File: config.mk
export PLATFORM = sky130hd
export DESIGN_NAME = ppsd_decoder
export DESIGN_NICKNAME = d
export VERILOG_FILES = /design/src/ppsd_pkg.sv /design/src/ppsd_blockmap.sv /design/src/ppsd_cell_rmw.sv /design/src/ppsd_decoder.sv
export SDC_FILE = /design/constraint.sdc
export NUM_CORES = 1
export LEC_CHECK = 0
export ABC_AREA = 1
export BUFFER_PORTS_ARGS = -buffer_cell sky130_fd_sc_hd__buf_2
export CORE_UTILIZATION = 45
export CTS_BUF_LIST = sky130_fd_sc_hd__clkbuf_2 sky130_fd_sc_hd__clkbuf_4 sky130_fd_sc_hd__clkbuf_8
export CTS_CLUSTER_SIZE = 10
export DETAILED_ROUTE_END_ITERATION = 12
export SETUP_SLACK_MARGIN = 0.1
export SKIP_CTS_REPAIR_TIMING = 1
export SYNTH_ARGS = -nofsm -noshare
export SYNTH_HDL_FRONTEND = slang
export SYNTH_SLANG_ARGS = --single-unit
export TNS_END_PERCENT = 30
File: constraint.sdc
create_clock -name sys_clk_in -period 5.3 [get_ports sys_clk_in]
set_input_delay 1.59 -clock sys_clk_in [delete_from_list [all_inputs] [get_ports sys_clk_in]]
set_output_delay 1.59 -clock sys_clk_in [all_outputs]
set_load 0.02 [all_outputs]
File: src/ppsd_pkg.sv
// shared constants, types and helper functions of the point plot stream decoder
package ppsd_pkg;

   // command words
   localparam logic [7:0] CODE_PLOT   = 8'h02;  // general plot entry
   localparam logic [7:0] CODE_SEL_LO = 8'hF0;  // lowest submode selection code
   localparam logic [7:0] CODE_CHAR   = 8'hFE;  // character plot submode
   localparam logic [7:0] CODE_XPT    = 8'hFD;  // absolute x point submode
   localparam logic [7:0] CODE_YPT    = 8'hFC;  // absolute y point submode
   localparam logic [7:0] CODE_INC    = 8'hFB;  // incremental submode
   localparam logic [7:0] CODE_ESC    = 8'hFF;  // leave plot mode

   // grid geometry
   localparam logic [7:0] GRID_W   = 8'hA0;     // 160 blocks across
   localparam logic [7:0] GRID_H25 = 8'h64;     // 100 blocks high, 25-line format
   localparam logic [7:0] GRID_H48 = 8'hC0;     // 192 blocks high, 48-line format
   localparam logic [6:0] CELLS_W  = 7'h50;     // 80 cells per row
   localparam logic [5:0] ROWS25   = 6'h19;     // 25 rows
   localparam logic [5:0] ROWS48   = 6'h30;     // 48 rows
   localparam int         COLOR_W  = 3;

   // reset values
   localparam logic [7:0] X_RST = 8'h00;
   localparam logic [7:0] Y_RST = 8'h00;

   typedef enum logic [5:0] {
      SM_OFF   = 6'b00_0001,
      SM_XPT   = 6'b00_0010,
      SM_YPT   = 6'b00_0100,
      SM_INC   = 6'b00_1000,
      SM_OTHER = 6'b01_0000,
      SM_CHAR  = 6'b10_0000
   } ppsd_sub_t;

   typedef enum logic [3:0] {
      RMW_IDLE = 4'b0001,
      RMW_RD   = 4'b0010,
      RMW_MRG  = 4'b0100,
      RMW_WR   = 4'b1000
   } ppsd_rmw_t;

   // one display cell: graphic flag, colour and block pattern
   typedef struct packed {
      logic               gfx;
      logic [COLOR_W-1:0] color;
      logic [7:0]         pattern;
   } ppsd_cell_t;

   // a block position on the plot grid
   typedef struct packed {
      logic [7:0] x;
      logic [7:0] y;
   } ppsd_pos_t;

   // fold an out-of-range coordinate back into the grid
   function automatic logic [7:0] ppsd_wrap(input logic [7:0] v, input logic [7:0] lim);
      logic [7:0] r;
      r = v;
      if (r >= lim) r = r - lim;
      if (r >= lim) r = r - lim;
      return r;
   endfunction

   // one signed step from a two-bit pair, wrapping at the grid edge
   function automatic logic [7:0] ppsd_step(input logic [7:0] p, input logic [1:0] pr,
                                            input logic [7:0] lim);
      logic [7:0] r;
      r = p;
      if (pr == 2'b10) r = (p == lim - 8'h01) ? 8'h00 : p + 8'h01;
      if (pr == 2'b01) r = (p == 8'h00) ? lim - 8'h01 : p - 8'h01;
      return r;
   endfunction

   // linear cell address, row 0 at the top of the screen
   function automatic logic [11:0] ppsd_addr(input logic [6:0] col, input logic [5:0] row);
      return 12'(row) * 12'(CELLS_W) + 12'(col);             // widen before the product
   endfunction

endpackage

File: src/ppsd_blockmap.sv
// maps a grid block position to its cell column, row and block bit
`timescale 1ns/1ps
module ppsd_blockmap
   import ppsd_pkg::*;
(
   input  wire ppsd_pos_t  pos_in,
   input  wire logic       line48_in,
   output logic [6:0]      col_out,
   output logic [5:0]      row_out,
   output logic [2:0]      bit_out
);
   logic [5:0] rows;

   // two blocks across, four high per cell, origin at the lower left
   assign rows    = line48_in ? ROWS48 : ROWS25;
   assign col_out = pos_in.x[7:1];
   assign row_out = rows - 6'h01 - pos_in.y[7:2];
   assign bit_out = {pos_in.y[1:0], pos_in.x[0]};
endmodule

File: src/ppsd_cell_rmw.sv
// read-modify-write of one display cell to light or toggle a block
`timescale 1ns/1ps
module ppsd_cell_rmw
   import ppsd_pkg::*;
(
   input  wire logic               sys_clk_in,
   input  wire logic               sys_rst_in,
   input  wire logic               req_in,
   input  wire logic [11:0]        addr_in,
   input  wire logic [7:0]         mask_in,
   input  wire logic               xor_in,
   input  wire logic [COLOR_W-1:0] color_in,
   output logic                    busy_out,
   output logic                    mem_rd_out,
   output logic                    mem_wr_out,
   output logic [11:0]             mem_addr_out,
   output ppsd_cell_t              mem_wdata_out,
   input  wire ppsd_cell_t         mem_rdata_in
);
   ppsd_rmw_t  st_r, st_nxt;
   logic [7:0] mask_r;
   logic       xor_r;
   ppsd_cell_t merged;

   // a text cell is replaced outright; a graphic cell is or-ed or toggled
   assign merged.gfx     = 1'b1;
   assign merged.color   = color_in;
   assign merged.pattern = !mem_rdata_in.gfx ? mask_r :
                           xor_r ? (mem_rdata_in.pattern ^ mask_r) :
                           (mem_rdata_in.pattern | mask_r);
   assign busy_out   = (st_r != RMW_IDLE);
   assign mem_rd_out = (st_r == RMW_RD);
   assign mem_wr_out = (st_r == RMW_WR);

   // sequence idle, read, merge, write
   always_comb begin
      case (st_r)
         RMW_IDLE: st_nxt = req_in ? RMW_RD : RMW_IDLE;
         RMW_RD:   st_nxt = RMW_MRG;
         RMW_MRG:  st_nxt = RMW_WR;
         default:  st_nxt = RMW_IDLE;
      endcase
   end

   // state and captured operands
   always_ff @(posedge sys_clk_in) begin
      if (sys_rst_in) begin
         st_r          <= RMW_IDLE;
         mask_r        <= 8'h00;
         xor_r         <= 1'b0;
         mem_addr_out  <= 12'h000;
         mem_wdata_out <= '0;
      end else begin
         st_r <= st_nxt;
         if (st_r == RMW_IDLE && req_in) begin
            mask_r       <= mask_in;
            xor_r        <= xor_in;
            mem_addr_out <= addr_in;
         end
         if (st_r == RMW_MRG) mem_wdata_out <= merged;
      end
   end
endmodule

File: src/ppsd_decoder.sv
// plot point stream decoder: point and incremental plot submodes
`timescale 1ns/1ps
// How it works
// - code 2 enters plot mode directly in the x point submode
// - x point data is the x coordinate; above 159 has 160 subtracted
// - an x coordinate is only stored, then the y point submode follows
// - a y coordinate lights the block at stored x, then back to x point
// - a y above range is reduced by 100 (twice above 199), or 192 on 48 lines
// - word 255 leaves submode and plot mode; code 2 is needed again
// - words 240 to 254 in point submodes select a submode, never data
// - 253 selects x point, 252 y point, 251 incremental, except from character plot
// - a directly selected y point plots with the x still held
// - grid is 160 by 100 or 192; a text cell becomes a block cell
// - incremental word holds two x,y step pairs: 10 plus, 01 minus, else none
// - zero low nibble moves by the first step only and lights nothing
// - the incremental submode stays selected after each change word
// - erase flag at entry makes plotting toggle blocks by exclusive-or
// - each cell is two blocks across, four high, origin lower left
module ppsd_decoder
   import ppsd_pkg::*;
(
   input  wire logic               sys_clk_in,
   input  wire logic               sys_rst_in,
   input  wire logic [7:0]         word_in,
   input  wire logic               word_valid_in,
   output logic                    word_ready_out,
   input  wire logic               line48_in,
   input  wire logic               erase_in,
   input  wire logic [COLOR_W-1:0] color_in,
   output logic                    mem_rd_out,
   output logic                    mem_wr_out,
   output logic [11:0]             mem_addr_out,
   output ppsd_cell_t              mem_wdata_out,
   input  wire ppsd_cell_t         mem_rdata_in,
   output logic                    plot_mode_out,
   output ppsd_sub_t               submode_out
);
   ppsd_sub_t  sub_r, sub_nxt;
   ppsd_pos_t  cur_r, cur_nxt;     // stored x and y
   ppsd_pos_t  plot_r, plot_nxt;   // block being drawn
   logic       plot_req_r, plot_req_nxt;
   logic       erase_r, erase_nxt;
   logic       pend_r, pend_nxt;   // second incremental step still owed
   logic [3:0] pend_pair_r, pend_pair_nxt;

   logic       take;
   logic       is_code;
   logic       is_esc;
   logic       is_point_sub;
   logic       rmw_busy;
   logic       issue2;
   logic [7:0] ymax;
   logic [7:0] xw;
   logic [7:0] yw;
   ppsd_pos_t  step1;
   ppsd_pos_t  step2;
   ppsd_sub_t  sel_sub;
   logic [6:0] blk_col;
   logic [5:0] blk_row;
   logic [2:0] blk_bit;

   // word classification and derived positions
   assign take         = word_valid_in & word_ready_out;
   assign is_code      = (word_in >= CODE_SEL_LO);
   assign is_esc       = (word_in == CODE_ESC);
   assign is_point_sub = (sub_r != SM_OFF) && (sub_r != SM_CHAR);
   assign ymax         = line48_in ? GRID_H48 : GRID_H25;
   assign xw           = ppsd_wrap(word_in, GRID_W);
   assign yw           = ppsd_wrap(word_in, ymax);
   assign step1.x      = ppsd_step(cur_r.x, word_in[7:6], GRID_W);
   assign step1.y      = ppsd_step(cur_r.y, word_in[5:4], ymax);
   assign step2.x      = ppsd_step(cur_r.x, pend_pair_r[3:2], GRID_W);
   assign step2.y      = ppsd_step(cur_r.y, pend_pair_r[1:0], ymax);

   // selection code to submode
   assign sel_sub = (word_in == CODE_XPT)  ? SM_XPT :
                    (word_in == CODE_YPT)  ? SM_YPT :
                    (word_in == CODE_INC)  ? SM_INC :
                    (word_in == CODE_CHAR) ? SM_CHAR : SM_OTHER;

   // words wait while a block is being drawn
   assign issue2         = pend_r & ~rmw_busy & ~plot_req_r;
   assign word_ready_out = ~rmw_busy & ~plot_req_r & ~pend_r;
   assign plot_mode_out  = (sub_r != SM_OFF);
   assign submode_out    = sub_r;

   // submode sequencing and coordinate updates
   always_comb begin
      sub_nxt       = sub_r;
      cur_nxt       = cur_r;
      plot_nxt      = plot_r;
      plot_req_nxt  = 1'b0;
      erase_nxt     = erase_r;
      pend_nxt      = pend_r;
      pend_pair_nxt = pend_pair_r;
      if (issue2) begin
         cur_nxt      = step2;
         plot_nxt     = step2;
         plot_req_nxt = 1'b1;
         pend_nxt     = 1'b0;
      end else if (take) begin
         case (sub_r)
            SM_OFF: begin
               if (word_in == CODE_PLOT) begin
                  sub_nxt   = SM_XPT;
                  erase_nxt = erase_in;
               end
            end
            SM_CHAR: begin
               if (is_esc) sub_nxt = SM_OFF;
            end
            default: begin
               if (is_esc) begin
                  sub_nxt = SM_OFF;
               end else if (is_code) begin
                  sub_nxt = sel_sub;
               end else if (sub_r == SM_XPT) begin
                  cur_nxt.x = xw;
                  sub_nxt   = SM_YPT;
               end else if (sub_r == SM_YPT) begin
                  cur_nxt.y    = yw;
                  plot_nxt     = '{x: cur_r.x, y: yw};
                  plot_req_nxt = 1'b1;
                  sub_nxt      = SM_XPT;
               end else if (sub_r == SM_INC) begin
                  cur_nxt = step1;
                  if (word_in[3:0] != 4'h0) begin
                     plot_nxt      = step1;
                     plot_req_nxt  = 1'b1;
                     pend_nxt      = 1'b1;
                     pend_pair_nxt = word_in[3:0];
                  end
               end
            end
         endcase
      end
   end

   // decoder state registers
   always_ff @(posedge sys_clk_in) begin
      if (sys_rst_in) begin
         sub_r       <= SM_OFF;
         cur_r       <= '{x: X_RST, y: Y_RST};
         plot_r      <= '{x: X_RST, y: Y_RST};
         plot_req_r  <= 1'b0;
         erase_r     <= 1'b0;
         pend_r      <= 1'b0;
         pend_pair_r <= 4'h0;
      end else begin
         sub_r       <= sub_nxt;
         cur_r       <= cur_nxt;
         plot_r      <= plot_nxt;
         plot_req_r  <= plot_req_nxt;
         erase_r     <= erase_nxt;
         pend_r      <= pend_nxt;
         pend_pair_r <= pend_pair_nxt;
      end
   end

   // block position to cell address and bit
   ppsd_blockmap u_map (
      .pos_in    (plot_r),
      .line48_in (line48_in),
      .col_out   (blk_col),
      .row_out   (blk_row),
      .bit_out   (blk_bit)
   );

   // cell update engine
   ppsd_cell_rmw u_rmw (
      .sys_clk_in    (sys_clk_in),
      .sys_rst_in    (sys_rst_in),
      .req_in        (plot_req_r),
      .addr_in       (ppsd_addr(blk_col, blk_row)),
      .mask_in       (8'h01 << blk_bit),
      .xor_in        (erase_r),
      .color_in      (color_in),
      .busy_out      (rmw_busy),
      .mem_rd_out    (mem_rd_out),
      .mem_wr_out    (mem_wr_out),
      .mem_addr_out  (mem_addr_out),
      .mem_wdata_out (mem_wdata_out),
      .mem_rdata_in  (mem_rdata_in)
   );

   logic was_rst_r;
   always_ff @(posedge sys_clk_in) was_rst_r <= sys_rst_in;
endmodule

; After elaboration in Yosys (flattened, before gate mapping)
; Index checks and enable logic that the tools add are counted.
[word_totals]
register_bits = 82
out_inout_bits = 34
[classes]
addsub = 12
multipliers = 1
order_cmp = 5
n_eq_ne = 34
shifts = 1
muxes = 61
bitwise = 16
n_reduce_logical = 18
[ops]
columns = op, count
row1 = $mux 16, 15
row2 = $mux 8, 23
row3 = $mux 6, 11
row4 = $eq 8x8->1 const B, 6
row5 = $ge 8x8->1 const B, 3
row6 = $sub 8x1->8 const B, 3
row7 = $add 8x1->8 const B, 2
row8 = $ge 8x8->1, 2
row9 = $logic_not 8->1, 2
row10 = $sub 8x8->8, 2
row11 = $sub 8x8->8 const B, 2
row12 = $add 12x7->12, 1
row13 = $pmux 4 s3, 1
row14 = $pmux 6 s2, 1
row15 = $reduce_and 6->1, 2
row16 = $mux 1, 9
row17 = $not 1->1, 9
row18 = $reduce_and 9->1, 1
row19 = $reduce_bool 3->1, 3
row20 = $eq 2x1->1 const B, 4
row21 = $eq 2x2->1 const B, 4
row22 = $eq 8x2->1 const B, 1
row23 = $eq 8x8->1, 1
row24 = $mul 6x3->8 const B, 1
row25 = 30 further kinds, 39

; Longest topological paths before layout
; Gate-level depths: netlist of run 1.
[depth]
ltp_word = 15
mapped_depth = 25
ltp_nobuf = 25

; Hierarchy
; A second synthesis of run 1 with hierarchy kept.
[unflattened]
hier_cells = 1076
area_unflattened_um2 = 6771.5
[by_module_without_submodules]
columns = module, n_inst, cells_per_inst, area_per_inst_um2
row1 = ppsd_decoder, 1, 751, 4672.0
row2 = ppsd_cell_rmw, 1, 286, 1864.3
row3 = ppsd_blockmap, 1, 39, 235.2

; Worst setup path after synthesis of run 1
; OpenSTA, ideal clock, no wires.
[synth_timing]
kind = input port to flip-flop
from = in line48_in
to = reg u_rmw.mem_addr_out[11]
setup_ps = 115
t_arrival_ps = 4056
path_slack_ps = 1128
path_stages = 14
n_path_buf = 0
path_cell_list = inv_1 > ha_1 > ha_1 > nand3_1 > nand2_1 > xor2_1 > ha_1 > fa_1 > inv_1 > nor3_1 > nand3_1 > xor2_1 > o21ai_0 > inv_1
[synth_via]
elab_chain_cells = 5
[synth_lines]
columns = item, line_no
row1 = from (decl), ppsd_decoder.sv:27  ; input wire logic line48_in,
row2 = $mux 6, ppsd_blockmap.sv:15  ; assign rows = line48_in ? ROWS48 : ROWS25;
row3 = $sub 6x1->6, ppsd_blockmap.sv:17  ; assign row_out = rows - 6'h01 - pos_in.y[7:2];
row4 = $sub 6x6->6, ppsd_blockmap.sv:17
row5 = $mul 6x3->8, ppsd_pkg.sv:76  ; return 12'(row) * 12'(CELLS_W) + 12'(col);
row6 = $add 12x7->12, ppsd_pkg.sv:76
row7 = to (signal assigned), ppsd_cell_rmw.sv:58  ; mem_addr_out <= addr_in;
row8 = to (decl), ppsd_cell_rmw.sv:16  ; output logic [11:0] mem_addr_out,
; Every way passes these cells.
; A chain may end at the register's enable or synchronous reset.

; Worst setup path after layout of run 1
; Same ends and word-level chain as after synthesis.

==> results.py, run 1 <==
metrics = {
    "setup_path": {
        "start_kind": "input port",
        "cpPeakStageDelay_ps": 560,
        "crit_chain": "buf_2, inv_1, ha_1, ha_1, nand3_1, nand2_1, xor2_1, ha_1, fa_1, inv_1, nor3_1, nand3_1, xor2_1, o21ai_0, inv_1",
        "rr_worst_depth": 9,
        "crit_buf_inv": 4,
        "cp_num_cells": 15,
        "crit_arrival_ps": 4600,
        "crit_path_end_kind": "flop",
        "crit_family": "adder cells",
        "crit_type": "input port to flop",
        "cp_max_fo": 7,
        "cp_slowest_cell": "fa_1",
        "critPathRequiredTime_ps": 5580,
    },
    "cts": {
        "clock_path_buffers": 2,
        "clock-root-buffer": "clkbuf_8",
        "cts_tree": "built",
        "htree_levels": 3,
        "clock-sinks": 82,
        "clk_latency_ps": 380,
        "clk_pin_slew_ps": 100,
        "cts_buffers": 9,
    },
    "timing": {
        "rsz0062_at_grt": "false",
        "min_period_ps": 4320,
        "worstMarginPinSlew_ps": 937,
        "skew_ps": 15.8,
        "setup_viol": 0,
        "hold_viol": 0,
        "slew_headroom_pct": 37.3,
        "fin_tns_setup_ps": 0,
        "timing.final.max_slew_violations": 0,
        "timing.final.crit_share_pct": 81.5,
        "fmax_mhz": 231,
    },
    "logic_synthesis": {
        "ys_ff_latch": 82,
        "netlist_area_um2": 6330,
        "ys_types": 52,
        "syn_inst": 950,
        "ys.warnings.count": 0,
        "synthAdderAreaFrac_pct": 8.54,
        "synth-async-reset-ratio_pct": 0,
        "synth_edf_count": 0,
        "synth_fp_nets": 1020,
        "synthSimpleGateAreaFrac_pct": 26.7,
        "synth_top_family_by_area": "simple AND/OR/NAND/NOR gates",
        "synthXorXnorAreaFrac_pct": 3.46,
        "muxShareOfSynthArea_pct": 0,
        "synth_compound_area_share_pct": 24.1,
        "avgSynthCellArea_um2": 6.67,
        "synth_flop_cell": "dfxtp_1",
        "synth_seq_area_share_pct": 25.9,
    },
    "finish": {
        "seq_area_um2": 1640,
        "multi_input_area_um2": 3990,
        "syn_to_final_growth_pct": 8.79,
        "design_area_um2": 6890,
        "nNetsFinal": 1064,
        "num-fill-cells": 1411,
        "diodes": 0,
        "drive_gt1_share_pct": 12.7,
    },
    "global_routing": {
        "grt_pass1_wl_mm": 29.0,
        "grt_max_degree": 36,
        "grt-ovfl-total": 0,
        "antenna_found_initial": 0,
        "grt_pass1_vias": 5693,
        "grt_usage_pct": 25.1,
    },
    "placement": {
        "io_buffers": 58,
        "place_area_um2": 6710,
        "hpwl_mm": 13.2,
        "place.gp.congestion": 0.930,
    },
    "drt": {
        "drc_errors": 0,
        "first_pass_iters": 5,
        "drt_wl_total_mm": 17.6,
        "drt-vias-per-instance": 5.51,
        "wl_per_cell_um": 15.0,
        "drt-initial-drc-count": 465,
        "postRouteAntennaNets": 0,
        "vias": 6480,
    },
    "floorplanning": {
        "dieArea_um2": 14600,
        "fp.dieW_um": 121,
        "io_pins": 62,
        "fp.dieH_um": 121,
        "core_area_um2": 13500,
        "num_rows": 42,
        "initial_utilization_pct": 46.9,
    },
    "pwr": {
        "ir_worst_vdd_v": 0.000123,
        "power.leakage_nw": 3.19,
        "p_per_area_nw_per_um2": 187,
    },
    "flow_run": {
        "drv_cap": 0,
    },
    "min_path": {
        "hold_depth": 2,
        "hold_path_class": "flop to flop",
    },
    "run_status": {
        "status": "finished, final reports clean",
    },
}
==> metrics by stage <==
| stage | cells | hold slack [ps] | utilization (%) | power, mW | worst slack (ps) |
|---|---|---|---|---|---|
| 6_report | 1175 | 473 | 51.0 | 1.29 | 979 |
| 5_1_grt | 1175 | 511 | 51.0 | 1.36 | 678 |
| 4_1_cts | 1175 | 480 | 51.0 | 1.30 | 947 |
| 3_5_place_dp | 1159 | 458 | 49.7 | 0.864 | 535 |
| 3_3_place_gp | 1159 | 454 | 49.7 | 0.863 | 526 |
| 2_1_floorplan | 950 | 444 | - | 0.806 | 1130 |
==> worst register-to-register path: cells and delay by family, from the launching register on <==
family | cells | cell delay [ps]
buffers and inverters | 4 | 990
AO/OA/AOI/OAI | 1 | 320
flip-flops | 1 | 340
AND/OR/NAND/NOR | 4 | 1310
==> state kept, by name (all words and copies together) (netlist names) <==
signal / cells
pend_r: 1
u_rmw.mask_r: 8
plot_r: 16
submode_out: 6
erase_r: 1
plot_req_r: 1
u_rmw.xor_r: 1
u_rmw.st_r: 4
cur_r: 16
u_rmw.mem_wdata_out: 12
u_rmw.mem_addr_out: 12
pend_pair_r: 4
==> final timing paths <==
| kind | from | endpoint | slack [ps] |
|---|---|---|---|
| min reg2reg | u_rmw.mem_wdata_out[11] | u_rmw.mem_wdata_out[11] | 470 |
| max reg2reg | u_rmw.st_r[3] | u_rmw.mask_r[5] | 2250 |
| max | line48_in | u_rmw.mem_addr_out[11] | 980 |
| min | u_rmw.mem_wdata_out[11] | u_rmw.mem_wdata_out[11] | 470 |
==> layout make-up <==
class                   count  area share (%)
well taps                 176            3.20
inverters                 140            7.63
repair buffers             63            4.76
multi-input cells         698            58.0
flip-flops and latches     82            23.8
clock buffers               9            1.80
clock inverters             7           0.835
==> cells by family (layout without fill, tap and decap cells) <==
family,count (synthesis),count (layout)
simple gates,368,368
compound gates,263,263
buf+inv,170,219
flops,82,82
fa+ha+maj,42,42
xor+xnor,25,25
==> cells in the mapped netlist, types with 13 or more instances <==
library cell | n | share of area (%)
dfxtp_1 | 82 | 26
nor2_1 | 75 | 4.4
ha_1 | 40 | 7.9
a31oi_1 | 13 | 1.3
nand2_1 | 154 | 9.1
nand3_1 | 66 | 5.2
inv_1 | 129 | 7.6
clkbuf_1 | 15 | 0.89
a21oi_1 | 76 | 6.0
o21ai_0 | 110 | 8.7
xor2_1 | 21 | 2.9
nand4_1 | 15 | 1.5
==> cells in the final DEF (no fill, tap or decap), types with 21 or more instances in the layout <==
master	Yosys	final
a21oi_1	76	76
buf_2	5	58
dfxtp_1	82	82
ha_1	40	40
inv_1	129	128
nand2_1	154	154
nand3_1	66	66
nor2_1	75	75
o21ai_0	110	110
xor2_1	21	21
==> per-layer routing <==
metal / global-route usage, % / up-vias / part of all wire, %
met2: 37.7 / 213 / 42
met3: 3.87 / 16 / 7.0
met4: 6.02 / 0 / 1.3
li1: - / 3326 / -
met1: 37.1 / 2925 / 50
met5: 0 / - / 0
==> power by group <==
| part | total (mW) | internal, mW | switching, mW | leakage (nW) |
|---|---|---|---|---|
| logic | 0.235 | 0.0834 | 0.152 | 2.44 |
| registers | 0.616 | 0.616 | 0.000247 | 0.660 |
| clock network | 0.436 | 0.177 | 0.258 | 0.0886 |
Power figures use the tool's default switching activity.
==> run 2, diff against run 1 <==
- PLACE_DENSITY: unset -> 0.66
- clock period: 5.3 -> 3.7 ns (I/O delays scaled with it)
==> run 2 against run 1 <==
Compared with the run above:
- first-iteration DRC count down 15%
- register-to-register slack lost 1300 ps
- final cell count up 3.3%
- critical path depth rose by 6
- critical path type unchanged
- highest routed layer unchanged
==> results.py, run 2 (same netlist as run 1, synthesis figures left out) <==
metrics = {
    "setup_path": {
        "crit_path_end_kind": "flop",
        "crit_type": "input port to flop",
        "start_kind": "input port",
        "critPathRequiredTime_ps": 4000,
        "cp_max_fo": 8,
        "regToRegStartpoint": "plot_r[2]",
        "startpoint": "line48_in",
        "crit_arrival_ps": 3770,
        "regToRegSetupSlack_ps": 910,
    },
    "drt": {
        "first_pass_iters": 5,
        "drt_wl_total_mm": 17.1,
        "drt-initial-drc-count": 397,
        "drt-vias-per-instance": 5.38,
        "postRouteAntennaNets": 0,
        "vias": 6528,
        "drc_errors": 0,
        "wl_per_cell_um": 14.1,
    },
    "pwr": {
        "clkPwrFrac_pct": 34.3,
        "power.leakage_nw": 3.39,
        "switchingPower_mw": 0.593,
        "ir_worst_vdd_v": 0.000157,
        "combPwrFrac_pct": 20.9,
        "switching_share_pct": 30.2,
        "p_per_area_nw_per_um2": 268,
        "pwr-share-seq_pct": 44.8,
        "p_int_mw": 1.37,
    },
    "global_routing": {
        "grt_pass1_vias": 5866,
        "grt_pass1_wl_mm": 28.4,
        "grt.met2_usage_pct": 40.1,
        "antenna_found_initial": 0,
        "grt_max_degree": 40,
        "grt-busiest-layer": "met2",
        "grtUsageMet1_pct": 31.9,
        "gr-usage-met3_pct": 3.40,
        "grt-ovfl-total": 0,
        "grt_usage_pct": 24.3,
    },
    "cts": {
        "clock_path_buffers": 2,
        "clock-sinks": 82,
        "clock-root-buffer": "clkbuf_8",
        "cts_tree": "built",
        "clk_latency_ps": 370,
        "clk_pin_slew_ps": 90,
        "htree_levels": 3,
        "cts_buffers": 9,
    },
    "flow_run": {
        "drv_cap": 0,
    },
    "placement": {
        "hpwl_mm": 13.0,
        "place.gp.congestion": 0.922,
        "place_area_um2": 7010,
        "io_buffers": 58,
    },
    "timing": {
        "fmax_mhz": 289,
        "setup_viol": 0,
        "min_period_ps": 3460,
        "slew_headroom_pct": 27.1,
        "timing.final.max_slew_violations": 0,
        "whs_ps": 471,
        "skew_ps": 13.5,
        "rsz0062_at_grt": "true",
        "worstMarginPinSlew_ps": 1090,
        "hold_viol": 0,
        "timing.final.crit_share_pct": 93.6,
    },
    "floorplanning": {
        "initial_utilization_pct": 46.9,
        "io_pins": 62,
        "fp.dieH_um": 121,
        "dieArea_um2": 14600,
        "num_rows": 42,
        "fp.dieW_um": 121,
        "core_area_um2": 13500,
    },
    "finish": {
        "diodes": 0,
        "drive_gt1_share_pct": 17.2,
        "top_regs": "cur_r x16, plot_r x16",
        "nNetsFinal": 1103,
        "final_common_cell": "nand2_1",
        "design_area_um2": 7330,
        "mostFrequentLayoutCells": "nand2_1 (154), inv_1 (127), o21ai_0 (108)",
        "syn_to_final_growth_pct": 15.7,
    },
    "min_path": {
        "hold_start": "u_rmw.mem_wdata_out[11]",
        "hold_path_class": "flop to flop",
    },
    "run_status": {
        "status": "finished, final reports clean",
    },
}
run 2: changes by cell type in the layout (fill, tap and decap cells not counted), moves of 2 or more:
cell	before	now
buf_4	5	42
ha_1	40	33
ha_4	0	6
buf_12	0	2
clkinv_4	0	2
clkinvlp_4	2	4
inv_6	3	1
o21ai_0	110	108
o21ai_1	2	4
run 2: power groups by stage:
stage | clock network (mW) | logic [mW] | registers, mW
final | 0.674 | 0.411 | 0.882
after CTS | 0.695 | 0.396 | 0.882
after floorplan | 0 | 0.253 | 0.903
after global placement | 0 | 0.390 | 0.903
after detailed placement | 0 | 0.394 | 0.903
after global routing | 0.737 | 0.467 | 0.882
run 2: cell type report:
type	count	area (µm²)
Clock buffer	9	124
Clock inverter	7	78.8
Fill cell	1346	6180
Inverter	140	529
Multi-Input combinational cell	698	4090
Sequential cell	82	1640
Tap cell	176	220
Timing Repair Buffer	102	646
run 2: final timing paths:
kind,to,cells after the start
worst min register to register,u_rmw.mem_wdata_out[11],2
worst max register to register,u_rmw.mem_addr_out[11],14
worst min-delay path,u_rmw.mem_wdata_out[11],2
worst max-delay path,cur_r[6],21
run 2: routing by layer:
metal,up-vias,wire (µm),part of all wire [%]
li1,3394,-,-
met1,2912,7960,47
met2,188,7870,46
met3,34,813,4.8
met4,0,417,2.4
met5,-,0,0
run 2: stage by stage:
stage,setup TNS [ps],std cells,worst slack (ps),power [mW],utilization [%]
floorplan,0,950,115,1.16,-
global placement,-1940,1197,-188,1.29,51.9
detailed placement,-3030,1197,-249,1.30,51.9
CTS,0,1213,167,1.97,53.4
global route,0,1214,36.0,2.09,54.3
finish,0,1214,235,1.97,54.3
run 2: worst max-delay path, stage by stage:
cell and delay (ps):
buf_2 110, clkinvlp_4 90, buf_12 150, ha_4 210
nand2_2 70, inv_1 60, a21oi_4 180, nand2_4 100
o21ai_0 270, inv_1 80, ha_1 310, inv_1 60
nor2_1 220, nand2_4 120, nand2_4 100, nand2_1 60
nand2_1 50, nand2_1 60, nand2_1 80, nand2_1 110
a21oi_1 140
